## config.mk

```make
export PLATFORM = sky130hd
export DESIGN_NAME = lpdcc_ctrl
export DESIGN_NICKNAME = d
export VERILOG_FILES = /design/src/lpdcc_pkg.sv /design/src/lpdcc_timer.sv /design/src/lpdcc_ctrl.sv
export SDC_FILE = /design/constraint.sdc
export NUM_CORES = 1
export LEC_CHECK = 0
export ABC_AREA = 1
export ABC_CLOCK_PERIOD_IN_PS = 9900
export BUFFER_PORTS_ARGS = -buffer_cell sky130_fd_sc_hd__buf_2
export CAP_MARGIN = 30
export CORE_UTILIZATION = 25
export CTS_CLUSTER_DIAMETER = 60
export DETAILED_ROUTE_END_ITERATION = 8
export PLACE_DENSITY = 0.43
export SYNTH_ARGS = -nofsm -noshare
export SYNTH_HDL_FRONTEND = slang
export SYNTH_HIERARCHICAL = 1
export SYNTH_SLANG_ARGS = --single-unit
```

## constraint.sdc

```tcl
create_clock -name clock -period 9.9 [get_ports clock]
set_clock_uncertainty 0.15 [all_clocks]
set_input_delay 1.98 -clock clock [delete_from_list [all_inputs] [get_ports clock]]
set_output_delay 1.98 -clock clock [all_outputs]
set_load 0.05 [all_outputs]
```

## src/lpdcc_pkg.sv

```systemverilog
// Timing constants and codes for the power-down and clock-change sequencer.
// Assumes a 100 MHz system clock; the memory clock is divided from it.
package lpdcc_pkg;

	localparam int SYS_PERIOD_PS = 10000;
	localparam int TW            = 16;

	// Analogue parts of the combined delays, in ps
	localparam int T_CMDCKE_PS  = 1750;
	localparam int T_CKE_PS     = 7500;
	localparam int T_CKELCK_PS  = 5000;
	localparam int T_CKELCS_PS  = 5000;
	localparam int T_CSCKE_PS   = 1750;
	localparam int T_CKCKEH_PS  = 1750;
	localparam int T_CSCKEH_PS  = 1750;
	localparam int T_XP_PS      = 7500;
	localparam int T_CKEHCS_PS  = 7500;
	localparam int T_MRWCKEL_PS = 14000;
	localparam int T_ZQCKE_PS   = 1750;
	// Worst read strobe skew; plain default, not a part figure
	localparam int T_DQSCK_PS   = 3500;

	// Rounded up to whole system cycles
	localparam logic [TW-1:0] CYC_CMDCKE  =
		TW'((T_CMDCKE_PS + SYS_PERIOD_PS - 1) / SYS_PERIOD_PS);
	localparam logic [TW-1:0] CYC_CKE     =
		TW'((T_CKE_PS + SYS_PERIOD_PS - 1) / SYS_PERIOD_PS);
	localparam logic [TW-1:0] CYC_CKELCK  =
		TW'((T_CKELCK_PS + SYS_PERIOD_PS - 1) / SYS_PERIOD_PS);
	localparam logic [TW-1:0] CYC_CKELCS  =
		TW'((T_CKELCS_PS + SYS_PERIOD_PS - 1) / SYS_PERIOD_PS);
	localparam logic [TW-1:0] CYC_CSCKE   =
		TW'((T_CSCKE_PS + SYS_PERIOD_PS - 1) / SYS_PERIOD_PS);
	localparam logic [TW-1:0] CYC_CKCKEH  =
		TW'((T_CKCKEH_PS + SYS_PERIOD_PS - 1) / SYS_PERIOD_PS);
	localparam logic [TW-1:0] CYC_CSCKEH  =
		TW'((T_CSCKEH_PS + SYS_PERIOD_PS - 1) / SYS_PERIOD_PS);
	localparam logic [TW-1:0] CYC_XP      =
		TW'((T_XP_PS + SYS_PERIOD_PS - 1) / SYS_PERIOD_PS);
	localparam logic [TW-1:0] CYC_CKEHCS  =
		TW'((T_CKEHCS_PS + SYS_PERIOD_PS - 1) / SYS_PERIOD_PS);
	localparam logic [TW-1:0] CYC_MRWCKEL =
		TW'((T_MRWCKEL_PS + SYS_PERIOD_PS - 1) / SYS_PERIOD_PS);
	localparam logic [TW-1:0] CYC_ZQCKE   =
		TW'((T_ZQCKE_PS + SYS_PERIOD_PS - 1) / SYS_PERIOD_PS);
	localparam logic [TW-1:0] CYC_DQSCK   =
		TW'((T_DQSCK_PS + SYS_PERIOD_PS - 1) / SYS_PERIOD_PS);

	// Clock-count parts, in memory clock cycles
	localparam logic [3:0] N_CMDCKE  = 4'h3;
	localparam logic [3:0] N_CKE     = 4'h4;
	localparam logic [3:0] N_CKELCK  = 4'h5;
	localparam logic [3:0] N_CKELCS  = 4'h5;
	localparam logic [3:0] N_CKCKEH  = 4'h3;
	localparam logic [3:0] N_XP      = 4'h5;
	localparam logic [3:0] N_CKEHCS  = 4'h5;
	localparam logic [3:0] N_MRWCKEL = 4'ha;
	localparam logic [3:0] N_ZQCKE   = 4'h3;
	localparam logic [3:0] N_FREQ_CK = 4'h2;
	localparam logic [7:0] POST_SHORT = 8'h01;
	localparam logic [7:0] POST_LONG  = 8'h02;

	localparam logic [7:0] HALF_DIV_RESET = 8'h04;
	localparam logic [7:0] HALF_DIV_MIN   = 8'h01;

	typedef enum logic [2:0] {
		LPDCC_CMD_REF = 3'h0,
		LPDCC_CMD_ACT = 3'h1,
		LPDCC_CMD_PRE = 3'h2,
		LPDCC_CMD_MRR = 3'h3,
		LPDCC_CMD_MRW = 3'h4,
		LPDCC_CMD_ZQ  = 3'h5,
		LPDCC_CMD_RD  = 3'h6,
		LPDCC_CMD_WR  = 3'h7
	} lpdcc_cmd_t;

	typedef enum logic [7:0] {
		ST_ACTIVE   = 8'h01,
		ST_CS_SETUP = 8'h02,
		ST_PD_HOLD  = 8'h04,
		ST_PD_IDLE  = 8'h08,
		ST_PD_WAKE  = 8'h10,
		ST_EXIT     = 8'h20,
		ST_FREQ_HI  = 8'h40
	} lpdcc_state_t;

endpackage

```

## src/lpdcc_timer.sv

```systemverilog
// Down-counting delay timer that keeps the longest of overlapping loads.
// Assumes loads come from logic on the same clock.
`timescale 1ns/1ps
module lpdcc_timer
	import lpdcc_pkg::*;
(
	// Clock and reset
	input  wire logic          clock,
	input  wire logic          rst_n,
	// Load
	input  wire logic          load,
	input  wire logic [TW-1:0] count,
	// Status
	output logic               done
);

	logic [TW-1:0] remaining;

	// Longer demand wins so no pending wait is cut short
	always_ff @(posedge clock) begin
		if (!rst_n) begin
			remaining <= '0;
		end else if (load && count > remaining) begin
			remaining <= count;
		end else if (remaining != '0) begin
			remaining <= remaining - TW'(1);
		end
	end

	assign done = (remaining == '0);

endmodule

```

## src/lpdcc_ctrl.sv

```systemverilog
// Host-side power-down and clock-change sequencer for a low-power DRAM.
// Assumes requests arrive on the system clock; it makes the memory clock.
`timescale 1ns/1ps

// How it works
// - No CKE fall while burst or MR busy
// - Refresh/activate/precharge guard before CKE falls
// - Mode read guard: latency, burst, skew, postamble
// - Mode write guard before CKE falls
// - Longer settling after mode write also waited
// - ZQ start guard; calibration continues in power-down
// - CKE high and low pulses minimum width
// - CS low before and after CKE falls
// - Clock kept running after CKE falls
// - Stable clock before CKE rises
// - CS valid before and after CKE rises
// - No command until exit latency passes
// - Delay expires only when time and clocks pass
// - Low-CKE frequency change only with banks settled
// - Old frequency kept, new clock settled first
// - Requested clock stop only with CKE low; a high-CKE change stops it one cycle
// - High-CKE change only after all commands done
// - CS low during high-CKE frequency change
// - Wait two clocks plus exit latency after
// - Flag mode rewrites after a frequency change
module lpdcc_ctrl
	import lpdcc_pkg::*;
(
	// System clock and reset
	input  wire logic       clock,
	input  wire logic       rst_n,
	// Command reports from the command scheduler
	input  wire logic       cmdValid,
	input  wire logic [2:0] cmdKind,
	input  wire logic [TW-1:0] mrwSettleCycles,
	input  wire logic [5:0] readLatency,
	input  wire logic [5:0] burstHalf,
	input  wire logic       readPostambleLengthSelect,
	input  wire logic       burstActive,
	input  wire logic       bankTimingMet,
	// Power and clock requests
	input  wire logic       pdEnterReq,
	input  wire logic       pdExitReq,
	input  wire logic       clkStopReq,
	input  wire logic       freqChangeReq,
	input  wire logic [7:0] newHalfDiv,
	// Memory pins
	output logic            ck,
	output logic            cke,
	output logic            csForceLow,
	// Status to the scheduler
	output logic            cmdAllowed,
	output logic            pdActive,
	output logic            clkStopped,
	output logic            reprogramNeeded
);

	lpdcc_state_t state;
	lpdcc_state_t next_state;

	logic [7:0]    halfDiv;
	logic [7:0]    divCount;
	logic          ckRun;
	logic          enterPending;
	logic          exitPending;
	logic          freqPending;
	logic          guardDone;
	logic          widthDone;
	logic          phaseDone;
	logic          guardLoad;
	logic [TW-1:0] guardCount;
	logic          widthLoad;
	logic          phaseLoad;
	logic [TW-1:0] phaseCount;
	logic [7:0]    safeNewDiv;

	// Combined delay in system cycles from ps and memory clocks
	function automatic logic [TW-1:0] delayCycles(
		input logic [TW-1:0] timeCycles,
		input logic [7:0]    nck,
		input logic [7:0]    half
	);
		logic [TW-1:0] clockCycles;
		clockCycles = TW'({8'h00, nck} * {8'h00, half} * 16'h0002);
		delayCycles = (timeCycles > clockCycles) ? timeCycles : clockCycles;
	endfunction

	// Zero divide would wrap the clock to 256-cycle half periods
	assign safeNewDiv = (newHalfDiv < HALF_DIV_MIN) ? HALF_DIV_MIN
		: newHalfDiv;

	// Guard load per command kind
	always_comb begin
		guardLoad  = cmdValid;
		guardCount = '0;
		case (cmdKind)
		LPDCC_CMD_REF, LPDCC_CMD_ACT, LPDCC_CMD_PRE: begin
			guardCount = delayCycles(CYC_CMDCKE, 8'(N_CMDCKE), halfDiv);
		end
		LPDCC_CMD_MRR, LPDCC_CMD_RD: begin
			guardCount = TW'(({2'h0, readLatency} + {2'h0, burstHalf}
				+ (readPostambleLengthSelect ? POST_LONG : POST_SHORT))
				* {8'h00, halfDiv} * 16'h0002) + CYC_DQSCK;
		end
		LPDCC_CMD_MRW: begin
			guardCount = delayCycles(CYC_MRWCKEL, 8'(N_MRWCKEL), halfDiv);
			if (mrwSettleCycles > guardCount) begin
				guardCount = mrwSettleCycles;
			end
		end
		LPDCC_CMD_ZQ: begin
			guardCount = delayCycles(CYC_ZQCKE, 8'(N_ZQCKE), halfDiv);
		end
		default: begin
			// Write bursts are covered by burstActive
			guardCount = '0;
		end
		endcase
	end

	// Next state and phase timer loads
	always_comb begin
		next_state = state;
		phaseLoad  = 1'b0;
		phaseCount = '0;
		widthLoad  = 1'b0;
		case (state)
		ST_ACTIVE: begin
			if (enterPending && guardDone && widthDone && !burstActive
					&& !cmdValid) begin
				next_state = ST_CS_SETUP;
				phaseLoad  = 1'b1;
				phaseCount = CYC_CSCKE;
			end else if (freqPending && guardDone && !burstActive
					&& bankTimingMet && !cmdValid) begin
				next_state = ST_FREQ_HI;
				phaseLoad  = 1'b1;
				phaseCount = delayCycles(CYC_XP, 8'(N_FREQ_CK + N_XP),
					safeNewDiv);
			end
		end
		ST_CS_SETUP: begin
			if (phaseDone) begin
				next_state = ST_PD_HOLD;
				widthLoad  = 1'b1;
				phaseLoad  = 1'b1;
				phaseCount = delayCycles(CYC_CKELCK, 8'(N_CKELCK), halfDiv);
				if (delayCycles(CYC_CKELCS, 8'(N_CKELCS), halfDiv)
						> phaseCount) begin
					phaseCount = delayCycles(CYC_CKELCS, 8'(N_CKELCS),
						halfDiv);
				end
			end
		end
		ST_PD_HOLD: begin
			if (phaseDone) begin
				next_state = ST_PD_IDLE;
			end
		end
		ST_PD_IDLE: begin
			if (exitPending && widthDone && !clkStopReq
					&& !freqChangeReq) begin
				next_state = ST_PD_WAKE;
				phaseLoad  = 1'b1;
				phaseCount = delayCycles(CYC_CKCKEH, 8'(N_CKCKEH), halfDiv);
				if (CYC_CSCKEH > phaseCount) begin
					phaseCount = CYC_CSCKEH;
				end
			end
		end
		ST_PD_WAKE: begin
			if (phaseDone) begin
				next_state = ST_EXIT;
				widthLoad  = 1'b1;
				phaseLoad  = 1'b1;
				phaseCount = delayCycles(CYC_XP, 8'(N_XP), halfDiv);
				if (delayCycles(CYC_CKEHCS, 8'(N_CKEHCS), halfDiv)
						> phaseCount) begin
					phaseCount = delayCycles(CYC_CKEHCS, 8'(N_CKEHCS),
						halfDiv);
				end
			end
		end
		ST_EXIT: begin
			if (phaseDone) begin
				next_state = ST_ACTIVE;
			end
		end
		ST_FREQ_HI: begin
			if (phaseDone) begin
				next_state = ST_ACTIVE;
			end
		end
		default: begin
			next_state = ST_ACTIVE;
		end
		endcase
	end

	lpdcc_timer guardTimer (
		.clock (clock),
		.rst_n (rst_n),
		.load  (guardLoad),
		.count (guardCount),
		.done  (guardDone)
	);

	lpdcc_timer widthTimer (
		.clock (clock),
		.rst_n (rst_n),
		.load  (widthLoad),
		.count (delayCycles(CYC_CKE, 8'(N_CKE), halfDiv)),
		.done  (widthDone)
	);

	lpdcc_timer phaseTimer (
		.clock (clock),
		.rst_n (rst_n),
		.load  (phaseLoad),
		.count (phaseCount),
		.done  (phaseDone)
	);

	always_ff @(posedge clock) begin
		if (!rst_n) begin
			state <= ST_ACTIVE;
		end else begin
			state <= next_state;
		end
	end

	// Requests held until served, frequency ones only if made in ST_ACTIVE; a new request beats the clearing edge
	always_ff @(posedge clock) begin
		if (!rst_n) begin
			enterPending <= 1'b0;
			exitPending  <= 1'b0;
			freqPending  <= 1'b0;
		end else begin
			enterPending <= pdEnterReq
				|| (enterPending && next_state != ST_CS_SETUP);
			exitPending  <= pdExitReq
				|| (exitPending && next_state != ST_PD_WAKE);
			freqPending  <= (freqChangeReq && state == ST_ACTIVE)
				|| (freqPending && next_state != ST_FREQ_HI);
		end
	end

	// Pins and status straight from flip-flops
	always_ff @(posedge clock) begin
		if (!rst_n) begin
			cke        <= 1'b1;
			csForceLow <= 1'b0;
			cmdAllowed <= 1'b0;
			pdActive   <= 1'b0;
		end else begin
			cke        <= !(next_state == ST_PD_HOLD
				|| next_state == ST_PD_IDLE
				|| next_state == ST_PD_WAKE);
			csForceLow <= (next_state != ST_ACTIVE);
			cmdAllowed <= (next_state == ST_ACTIVE);
			pdActive   <= (next_state == ST_PD_IDLE);
		end
	end

	// Clock may stop or change once settled in power-down, or on entry to ST_FREQ_HI
	always_ff @(posedge clock) begin
		if (!rst_n) begin
			halfDiv <= HALF_DIV_RESET;
			ckRun   <= 1'b1;
		end else if (state == ST_PD_IDLE) begin
			ckRun <= !clkStopReq;
			if (freqChangeReq && bankTimingMet) begin
				halfDiv <= safeNewDiv;
			end
		end else if (state == ST_ACTIVE && next_state == ST_FREQ_HI) begin
			halfDiv <= safeNewDiv;
			ckRun   <= 1'b0;
		end else begin
			ckRun <= 1'b1;
		end
	end

	// Divider; a stop parks the clock low and restarts it cleanly
	always_ff @(posedge clock) begin
		if (!rst_n) begin
			divCount   <= '0;
			ck         <= 1'b0;
			clkStopped <= 1'b0;
		end else if (!ckRun) begin
			divCount   <= '0;
			ck         <= 1'b0;
			clkStopped <= 1'b1;
		end else if (divCount >= halfDiv - 8'h01) begin
			divCount   <= '0;
			ck         <= !ck;
			clkStopped <= 1'b0;
		end else begin
			divCount   <= divCount + 8'h01;
			clkStopped <= 1'b0;
		end
	end

	// Cleared by the next mode write; a new change wins the same cycle
	always_ff @(posedge clock) begin
		if (!rst_n) begin
			reprogramNeeded <= 1'b0;
		end else if (state == ST_FREQ_HI
				|| (state == ST_PD_IDLE && freqChangeReq
				&& bankTimingMet)) begin
			reprogramNeeded <= 1'b1;
		end else if (cmdValid && cmdKind == LPDCC_CMD_MRW) begin
			reprogramNeeded <= 1'b0;
		end
	end

endmodule

```

After elaboration in Yosys (flattened, before gate mapping)
Cells that the tools add are included.

storage, ports and cells
  output and inout bits = 7
  register bits = 83
  input bits = 49
  word-level logic and storage cells = 164

operators by class
  bitwise operators = 2
  mux-type cells = 43
  $mul = 5
  eq/ne operators = 23
  add/sub/neg operators = 8
  order comparisons = 12
  reductions and logical operators = 54

operators by type and width
  operator                                                        number
  two-way mux 16 bit                                              7
  two-way mux 8 bit                                               11
  two-way mux 12 bit                                              5
  zero test 16 bit                                                3
  case mux 16 bit (3 select lines)                                1
  case mux 8 bit (6 select lines)                                 1
  nonzero test 16 bit                                             3
  subtractor 16 x 1 -> 16 bit (second input constant)             3
  two-way mux 11 bit                                              4
  case mux 12 bit (3 select lines)                                1
  greater-than comparator 1 x 11 -> 1 bit (first input constant)  3
  multiplier 3 x 8 -> 11 bit (first input constant)               3
  greater-than comparator 1 x 12 -> 1 bit (first input constant)  2
  logical AND 1 bit                                               23
  adder 16 x 1 -> 16 bit (second input constant)                  1
  == test 8 x 1 -> 1 bit (second input constant)                  2
  == test 8 x 3 -> 1 bit (second input constant)                  2
  == test 8 x 4 -> 1 bit (second input constant)                  2
  == test 8 x 5 -> 1 bit (second input constant)                  2
  == test 8 x 7 -> 1 bit (second input constant)                  2
  greater-than comparator 11 x 16 -> 1 bit                        1
  greater-than comparator 12 x 16 -> 1 bit                        1
  greater-than comparator 16 x 13 -> 1 bit                        1
  greater-than comparator 16 bit                                  1
  32 further kinds                                                62

Longest topological paths before layout
Gate-level depths: netlist (run 1).

  depth after elaboration = 12
  depth in mapped cells = 39
  mapped depth without buffers = 39

By module
Netlist (run 1), hierarchy kept.

by module, submodules not included
  module                        cells each  times used  seq. area each (um2)  area an instance (um2)
  lpdcc_ctrl                    1008        1           700.7                 6717.7
  lpdcc_timer (guardTimer ...)  219         2           320.3                 1466.4
  lpdcc_timer (widthTimer)      211         1           320.3                 1442.6

Least setup slack after synthesis (run 1)
No wires, ideal clock.

  kind = in2reg
  start = input readLatency[1]
  end = register guardTimer.remaining[2]
  arrival = 8335 ps
  path buffers = 1
  stages on the path = 35
  data required time = 9618 ps
  slack = 1283 ps
  setup time = 132 ps
  cell sequence = inv_1 -> fa_1 -> inv_1 -> ha_1 -> fa_1 -> a31oi_1 -> xor2_1 -> inv_1 -> nand2_1 -> fa_1 -> fa_1 -> inv_1 -> fa_1 -> inv_1 -> fa_1 -> inv_1 -> ha_1 -> nand2_1 -> nor2_1 -> nand2_1 -> nand3_1 -> a21oi_1 -> or2_2 -> nand3_1 -> o21ai_0 -> ha_1 -> a21oi_1 -> o21ai_0 -> a21oi_1 -> nand2_4 -> nand2_8 -> inv_4 -> buf_6 -> nand2_1 -> a21oi_1

between the ends
  word-level cells in the longest chain between the ends = 8
  elaborated cells on any way between the ends = 9
  classes of those cells = 3 x add/sub; 1 x mul; 1 x order compare; 2 x mux; 2 x reduce/logical

ends and longest elaborated chain
  what                                                      RTL line           source
  from (decl)                                               lpdcc_ctrl.sv:36   input wire logic [5:0] readLatency,
  adder 6 x 6 -> 7 bit *                                    lpdcc_ctrl.sv:101  guardCount = TW'(({2'h0, readLatency} + {2'h0, burstHalf}
  adder 7 x 2 -> 8 bit *                                    lpdcc_ctrl.sv:102  + (readPostambleLengthSelect ? POST_LONG : POST_SHORT))
  multiplier 8 x 8 -> 15 bit *                              lpdcc_ctrl.sv:103  * {8'h00, halfDiv} * 16'h0002) + CYC_DQSCK;
  adder 16 x 1 -> 16 bit *                                  lpdcc_ctrl.sv:103
  case mux 16 bit (3 select lines) *                        lpdcc_ctrl.sv:96   case (cmdKind)
  net guardCount[13]                                        lpdcc_ctrl.sv:71   logic [TW-1:0] guardCount;
  greater-than comparator 16 bit *                          lpdcc_timer.sv:23  end else if (load && count > remaining) begin
  logical AND 1 bit *                                       lpdcc_timer.sv:23
  two-way mux 16 bit or nonzero test 2 bit (tied branches)  --
  to (signal assigned)                                      lpdcc_timer.sv:24  remaining <= count;
  to (signal assigned)                                      lpdcc_timer.sv:26  remaining <= remaining - TW'(1);
  to (decl)                                                 lpdcc_timer.sv:17  logic [TW-1:0] remaining;

The timed path passes the listed nets; every way through them passes the cells marked *.
A chain may end at the register's enable or synchronous reset.

Worst setup path in the final report (run 1)
  start = input readLatency[1]
  end = register guardTimer.remaining[3]

The elaborated chain is that of the path after synthesis.

==> impl_metrics.toml, run 1 <==
[run_status]
outcome = "finished, final reports clean"

[drt]
drc_errors = 0
viasPerCell = 4.48
wl_um = 33800
wl_per_cell_um = 14.6
drt_iter0_markers = 554
antenna_left = 0
firstDrtPassIters = 8
via_count = 10400

[power_and_ir_drop]
ir_drop_mv = 0.0959
cellPowerDensity_nw_per_um2 = 176
leakagePower_nw = 6.34

[critical_path]
critical_path.max_stage_delay_ps = 530
worstSetupPathType = "in -> reg"
crit_end = "guardTimer/remaining[3]"
crit_start = "readLatency[1]"
r2r_cells = 26
crit_path_start_kind = "primary input"
cp-end-kind = "flip-flop"
crit_slowest_cell = "fa_1"
cp_max_fo = 19
cp.required_ps = 9970
cp.arrival_ps = 9000
rrSetupSlack_ps = 3390
rr_startpoint = "halfDiv[6]"
cp_num_cells = 35
path_buf_inv = 8
r2r-end = "guardTimer/remaining[3]"
critPathTopFamily = "adder cells"

[placed_design]
place_area_sq_um = 12000
io_buffers = 55
hpwlAfterDp_um = 27800
dpl_worst_slack_ps = 614
place.gp.congestion = 0.837

[synthesis]
ys_seq_elements = 83
synth_ff_type = "dfxtp_1"
ys_async_sr_fraction_pct = 0
netlist.area_leader.share_pct = 17.8
synth_area_leader_cell = "ha_1"
ys_warn_count = 6
synth_edf_count = 0
ys_types = 54
yosysSeqAreaShare_pct = 15.0
yosysMostFrequentCell = "nand2_1"
yosys-top-cells-count = "nand2_1, inv_1, nor2_1"
syn_area_sq_um = 11100
synth.area.top_cells = "ha_1, dfxtp_1, nand2_1"
syn_avg_cell_area_sq_um = 6.69
synth_cells = 1657

[global_route]
track_usage_pct = 15.6
grt_max_degree = 20
grt_pass1_vias = 10300
grt_overflow_total = 0
antenna_found_initial = 0
grt_pass1_wl_um = 54900

[clock_network]
postCtsHoldBufs = 0
clockBufferDepth = 2
cts_resized = 0
root_buffer = "clkbuf_16"
cts_buffers = 9
cts_sinks = 83
clk_latency_ps = 360
cts_tree = "done"
path_clk_slew_ps = 70
post-cts-setup-buffers = 0
cts_max_level = 3

[worst_hold_path]
hp-class = "reg -> reg"
whs_path_depth = 1

[sta]
slew_headroom_pct = 53.9
period_minus_slack_ps = 8930
tightest_slew_ps = 692
setup_tns_ps = 0
hold_viol = 0
setup_slack_ps = 967
min_period_over_period_pct = 90.2
setup_viol = 0
fmax_mhz = 112
slew_violations = 0
rsz0062_at_grt = "false"

[floorplanning]
coreArea_sq_um = 43500
rows = 76
die_area_sq_um = 45200
start_util_pct = 25.5
die_w_um = 213
io_pins = 56
die_y_um = 213

[finish]
design_area_sq_um = 12300
area_delta_synth_final_pct = 11.1
n_antenna_cell = 0
nFillCells = 4912
drive_gt1_share_pct = 8.96
fin_nets = 1979

[flow_run]
maxCapViolCount = 0
placed cells by master, fill, tap and decap left out, types with 4 or more instances in the layout:
cell type,count
o211ai_1,6
inv_2,11
nor3_2,4
a21oi_2,6
nor2_2,19
clkbuf_16,9
nand3b_1,11
buf_4,4
o21ai_0,32
clkinv_1,5
inv_1,270
nand2_1,377
nand4_1,36
dfxtp_1,83
nand2_2,6
nand2_8,4
xnor2_1,9
o21ai_2,4
nor2_4,5
a21oi_1,109
nor3_1,11
nor2_1,179
conb_1,23
inv_6,5
o22ai_1,4
nand3_1,135
buf_2,55
ha_1,158
a21o_1,4
fa_1,47
o221ai_1,7
xor2_1,52
cell families after synthesis:
group / synth area share [%]
adders and majority gates: 26.3
AOI/OAI and AO/OA: 9.67
other: 0.0338
buffers and inverters: 11.5
DFF: 15.0
and+or+nand+nor: 32.7
xor gates and xnor gates: 4.82
metrics by stage:
stage	total power [W]	hold WS, ps	util, %	instances
2_1_floorplan	0.00154	242	-	1679
3_3_place_gp	0.00182	295	27.7	2299
3_5_place_dp	0.00183	280	27.7	2299
4_1_cts	0.00219	304	28.4	2315
5_1_grt	0.00239	321	28.4	2315
6_report	0.00216	296	28.4	2315
final cells by class:
class / instances / area [sq um] / share of cell area, %
clock buffers: 9 / 225 / 1.83
clock inverters: 7 / 57.6 / 0.467
inverters: 290 / 1100 / 8.95
multi-input cells: 1282 / 8240 / 66.9
flip-flops and latches: 83 / 1660 / 13.5
well taps: 585 / 732 / 5.94
repair buffers: 59 / 305 / 2.48
how the worst min path moves through the flow:
stage	endpoint	start
4_1_cts	clkStopped	ckRun
5_1_grt	clkStopped	ckRun
2_1_floorplan	clkStopped	ckRun
3_5_place_dp	clkStopped	ckRun
6_report	clkStopped	ckRun
3_3_place_gp	clkStopped	ckRun
power breakdown:
| part | internal [W] | total, W | switching (W) |
|---|---|---|---|
| Combinational | 0.000480 | 0.00132 | 0.000845 |
| Clock | 0.000174 | 0.000342 | 0.000168 |
| Sequential | 0.000421 | 0.000498 | 0.0000768 |
state kept, by name, summed over array words and instances, names as in the netlist, 8 cells and up:
signal	flops
phaseTimer/remaining	16
halfDiv	8
state	8
guardTimer/remaining	16
divCount	8
widthTimer/remaining	16
routing by layer:
| layer | up-vias | GRT usage (%) | part of all wire, % |
|---|---|---|---|
| met5 | - | 0 | 0 |
| met4 | 0 | 2.70 | 0.97 |
| met3 | 19 | 2.25 | 3.2 |
| met2 | 137 | 25.5 | 45 |
| met1 | 4777 | 21.7 | 51 |
| li1 | 5428 | - | - |
(Power assumes the default switching activity.)
==> inputs of run 2 (changes only) <==
ABC_CLOCK_PERIOD_IN_PS = 11350   (was 9900)
SLEW_MARGIN = 20   (was not set)
TNS_END_PERCENT = 20   (was not set)
clock period = 11.35 ns   (was 9.9 ns; I/O delays follow)
==> run 2 against run 1 <==
Against the previous run:
- first-iteration DRC count is 0.72% lower
- final cell count about the same
- sequential share of layout area about the same
- critical path depth grew 2
- total power shrank 11%
- clock-buffer cell count unchanged
- setup slack better by 1100 ps
- non-clock buffer count down 1
- die area stayed put
==> impl_metrics.toml, run 2 (synthesized netlist as in run 1, its figures left out) <==
[drt]
viasPerCell = 4.50
via_count = 10400
antenna_left = 0
drt_iter0_markers = 550
firstDrtPassIters = 5
wl_per_cell_um = 14.6
wl_um = 33900
drc_errors = 0

[sta]
period_minus_slack_ps = 9290
fmax_mhz = 108
rsz0062_at_grt = "false"
min_period_over_period_pct = 81.8
holdWs_ps = 304
slew_headroom_pct = 53.0
tightest_slew_ps = 702
setup_tns_ps = 0
slew_violations = 0
hold_viol = 0
setup_viol = 0

[global_route]
grt_pass1_vias = 10400
antenna_found_initial = 0
grt_overflow_total = 0
grt_max_degree = 20
track_usage_pct = 15.7
grt_pass1_wl_um = 55400

[power_and_ir_drop]
pwr-share-comb_pct = 59.9
swShare_pct = 49.2
power.switching_w = 0.000947
ir_drop_mv = 0.0903
power.share.clock_pct = 17.5
leakagePower_nw = 6.35
cellPowerDensity_nw_per_um2 = 156
power.share.sequential_pct = 22.6
internal-power_w = 0.000979

[critical_path]
r2r_cells = 28
crit_path_start_kind = "primary input"
cp.arrival_ps = 9410
cp-end-kind = "flip-flop"
critical_path.max_stage_delay_ps = 530
crit_slowest_cell = "fa_1"
cp_max_fo = 19
cp.required_ps = 11470
worstSetupPathType = "in -> reg"

[flow_run]
maxCapViolCount = 0

[floorplanning]
die_w_um = 213
coreArea_sq_um = 43500
die_area_sq_um = 45200
start_util_pct = 25.5
io_pins = 56
die_y_um = 213
rows = 76

[clock_network]
postCtsHoldBufs = 0
cts_resized = 0
cts_tree = "done"
clockBufferDepth = 2
cts_buffers = 9
post-cts-setup-buffers = 0
path_clk_slew_ps = 70
clk_latency_ps = 360
cts_sinks = 83
root_buffer = "clkbuf_16"
cts_max_level = 3

[worst_hold_path]
whs_path_depth = 1
hp-class = "reg -> reg"

[finish]
drive_gt1_share_pct = 8.91
final_cell_mix = "nand2_1, inv_1, nor2_1"
fin_nets = 1978
n_antenna_cell = 0
final_common_cell = "nand2_1"
final_util_pct = 28.4
top_regs = "guardTimer/remaining: 16 flops, phaseTimer/remaining: 16 flops, widthTimer/remaining: 16 flops"
area_delta_synth_final_pct = 11.4
nFillCells = 4897

[placed_design]
place.gp.congestion = 0.841
io_buffers = 55
hpwlAfterDp_um = 27900

[run_status]
outcome = "finished, final reports clean"
run 2: cell type report:
cell class | count | area (sq um) | area share [%]
clock inverters | 7 | 100 | 0.810
multi-input cells | 1282 | 8240 | 66.7
inverters | 290 | 1100 | 8.93
well taps | 585 | 732 | 5.92
flip-flops and latches | 83 | 1660 | 13.4
repair buffers | 58 | 298 | 2.41
clock buffers | 9 | 225 | 1.82
run 2: routing by layer:
layer  vias up  GRT usage, %  part of all wire, %
li1       5423             -                    -
met1      4814          21.9                   51
met2       158          25.8                   45
met3        18          2.29                  3.5
met4         0          2.88                  1.0
met5         -             0                    0
run 2: power by group through the flow:
stage | clock [W] | sequential, W | combinational, W
floorplan | 0 | 0.000429 | 0.000915
CTS | 0.000350 | 0.000434 | 0.00116
finish | 0.000338 | 0.000435 | 0.00115
detailed placement | 0 | 0.000440 | 0.00115
global placement | 0 | 0.000440 | 0.00115
global route | 0.000361 | 0.000444 | 0.00133
run 2: final timing paths:
check	end	startpoint	slack (ps)
worst max-delay path	guardTimer/remaining[3]	readLatency[1]	2060
worst min register to register	clkStopped	ckRun	300
worst min-delay path	clkStopped	ckRun	300
worst max register to register	guardTimer/remaining[3]	halfDiv[6]	4850
run 2: per-stage QoR:
| stage | cells | setup slack (ps) | total power, W | cell area [sq um] |
|---|---|---|---|---|
| 2_1_floorplan | 1679 | 2440 | 0.00134 | 11200 |
| 3_3_place_gp | 2298 | 1840 | 0.00159 | 12000 |
| 3_5_place_dp | 2298 | 1720 | 0.00159 | 12000 |
| 4_1_cts | 2314 | 2090 | 0.00194 | 12400 |
| 5_1_grt | 2314 | 1490 | 0.00214 | 12400 |
| 6_report | 2314 | 2060 | 0.00193 | 12400 |
run 2: worst max-delay path: cells and delay by family:
kind	cells	cell delay, ps
fa+ha+maj	9	3830
compound gates	4	610
xor+xnor	1	480
simple gates	14	1530
buf+inv	9	660
==> inputs of run 3 (changes only) <==
ABC_AREA = 0   (was 1)
ABC_CLOCK_PERIOD_IN_PS = 7700   (was 11350)
PLACE_DENSITY = 0.45   (was 0.43)
clock period = 7.7 ns   (was 11.35 ns; I/O delays follow)
==> run 3 against run 2 <==
Against the previous run:
- the run now ends with design-rule violations, negative setup slack left
- critical path depth decreased by 5
- critical endpoint is now guardTimer/remaining[12]
- global-route usage decreased by 1.0 points
- highest routed layer is now met5
- sequential share of layout area about the same
- utilization increased by 1.5 points
- area after synthesis decreased by 5.4%
==> impl_metrics.toml, run 3 <==
[floorplanning]
start_util_pct = 25.5
io_pins = 56
die_area_sq_um = 42800
die_y_um = 207
coreArea_sq_um = 41100
rows = 74
die_w_um = 207

[clock_network]
postCtsHoldBufs = 0
clockBufferDepth = 2
cts_buffers = 9
root_buffer = "clkbuf_16"
path_clk_slew_ps = 70
cts_sinks = 83
cts_max_level = 3
cts_tree = "done"
clk_latency_ps = 360

[critical_path]
cp.required_ps = 7850
crit_path_start_kind = "primary input"
cp_max_fo = 8
crit_slowest_cell = "fa_1"
critical_path.max_stage_delay_ps = 540
worstSetupPathType = "in -> reg"
critPathTopFamily = "adder cells"
cpMostUsedCell = "fa_1"
cp.arrival_ps = 8560
path_buf_inv = 7
cp-end-kind = "flip-flop"

[synthesis]
synth_area_leader_cell = "ha_1"
syn_area_sq_um = 10500
synth_edf_count = 0
netlist.area_leader.share_pct = 18.8
ys_warn_count = 6
synth.area.top_cells = "ha_1, dfxtp_1, fa_1"
ys_seq_elements = 83
synth_cells = 1304
yosys-top-cells-count = "ha_1, nand2_1, inv_1"
yosysSeqAreaShare_pct = 15.8
yosysMostFrequentCell = "ha_1"
ys_async_sr_fraction_pct = 0
syn_avg_cell_area_sq_um = 8.05
synth_ff_type = "dfxtp_1"
ys_types = 76

[finish]
nFillCells = 4474
drive_gt1_share_pct = 13.0
final_cell_mix = "ha_1, nand2_1, inv_1"
fin_nets = 1686
design_area_sq_um = 12300
n_antenna_cell = 0
top_regs = "guardTimer/remaining: 16 flops, phaseTimer/remaining: 16 flops, widthTimer/remaining: 16 flops"
area_delta_synth_final_pct = 17.5
final_common_cell = "ha_1"

[sta]
fmax_mhz = 119
setup_slack_ps = -716
slew_violations = 0
hold_viol = 0
min_period_over_period_pct = 109
holdWs_ps = 291
period_minus_slack_ps = 8420
rsz0062_at_grt = "true"
setup_viol = 16
slew_headroom_pct = 35.3
tightest_slew_ps = 969

[drt]
antenna_left = 0
viasPerCell = 4.74
via_count = 9330
drc_errors = 6
drt_iter0_markers = 442
firstDrtPassIters = 7
wl_per_cell_um = 15.5
wl_um = 30500

[power_and_ir_drop]
power.total_w = 0.00243
cellPowerDensity_nw_per_um2 = 197
ir_drop_mv = 0.101
leakagePower_nw = 5.52

[flow_run]
maxCapViolCount = 0

[global_route]
antenna_found_initial = 1
grt_pass1_vias = 9307
grt_max_degree = 41
track_usage_pct = 14.7
grt_pass1_wl_um = 49200
grt_overflow_total = 0

[placed_design]
place_area_sq_um = 12000
io_buffers = 55
hpwlAfterDp_um = 25300
place.gp.congestion = 0.828

[run_status]
violations = "design-rule violations, negative setup slack"
outcome = "finished with violations"

[worst_hold_path]
hp-class = "reg -> reg"
-- run 3: metal layers --
layer	share of wire (%)	global-route usage, %
met4	1.5	3.26
met2	47	25.3
met1	47	19.1
met3	4.0	2.62
met5	0.033	0
-- run 3: cell type report --
type	count	area, sq um	share of cell area, %
Clock buffer	9	225	1.83
Clock inverter	7	63.8	0.518
Inverter	146	556	4.51
Multi-Input combinational cell	1061	8260	67.0
Sequential cell	83	1660	13.5
Tap cell	532	666	5.40
Timing Repair Buffer	131	891	7.23
-- run 3: worst reg2reg max path, cell delays in order, from the launching register on --
cell and delay, ps:
dfxtp_1 750, inv_1 380, nor3_1 320, fa_1 470, fa_1 470, fa_1 540, inv_1 50, fa_1 530
inv_1 40, ha_1 300, o21a_1 130, and3_1 140, a211o_1 290, o31ai_2 200, xnor2_1 150, o21ai_1 90
ha_1 310, nand4_1 120, or4_4 430, a21o_1 190, a31oi_4 210, clkbuf_16 210, mux2i_1 170
-- run 3: what timing repair did --
| action | CTS | global route |
|---|---|---|
| pin swaps | 6 | 0 |
| cloned | 1 | 0 |
| resized for setup | 7 | 3 |
| setup endpoints to repair | 16 | 16 |
| buffers inserted | 3 | 1 |
-- run 3: final timing paths --
kind                start                        to  slack (ps)  cells after the start
min reg2reg         ckRun                clkStopped         290                      1
min                 ckRun                clkStopped         290                      1
max reg2reg    halfDiv[2]  guardTimer/remaining[12]         980                     22
max          burstHalf[1]  guardTimer/remaining[12]        -720                     32
-- run 3: power breakdown --
group	switching (W)	total, W	internal [W]
clock	0.000215	0.000441	0.000227
combinational	0.000736	0.00136	0.000626
sequential	0.000108	0.000630	0.000522
-- run 3: logic make-up (layout without fill, tap and decap cells) --
kind of cell	after synthesis	after routing	share of synthesized area, %
AOI/OAI and AO/OA	208	208	13.1
xor gates and xnor gates	85	85	7.10
adders and majority gates	205	205	27.8
buffers and inverters	182	293	6.96
DFF	83	83	15.8
muxes	59	59	5.64
other	1	23	0.0357
and+or+nand+nor	481	481	23.5
-- run 3: through the flow --
| stage | instances | utilization (%) | setup TNS (ps) | setup slack [ps] |
|---|---|---|---|---|
| after floorplan | 1326 | - | -14770 | -980 |
| after global placement | 1946 | 29.0 | -19370 | -1210 |
| after CTS | 1968 | 30.0 | -12130 | -773 |
| after global routing | 1969 | 30.0 | -17080 | -1100 |
| final | 1969 | 30.0 | -11170 | -716 |
| after detailed placement | 1948 | 29.1 | -20750 | -1310 |
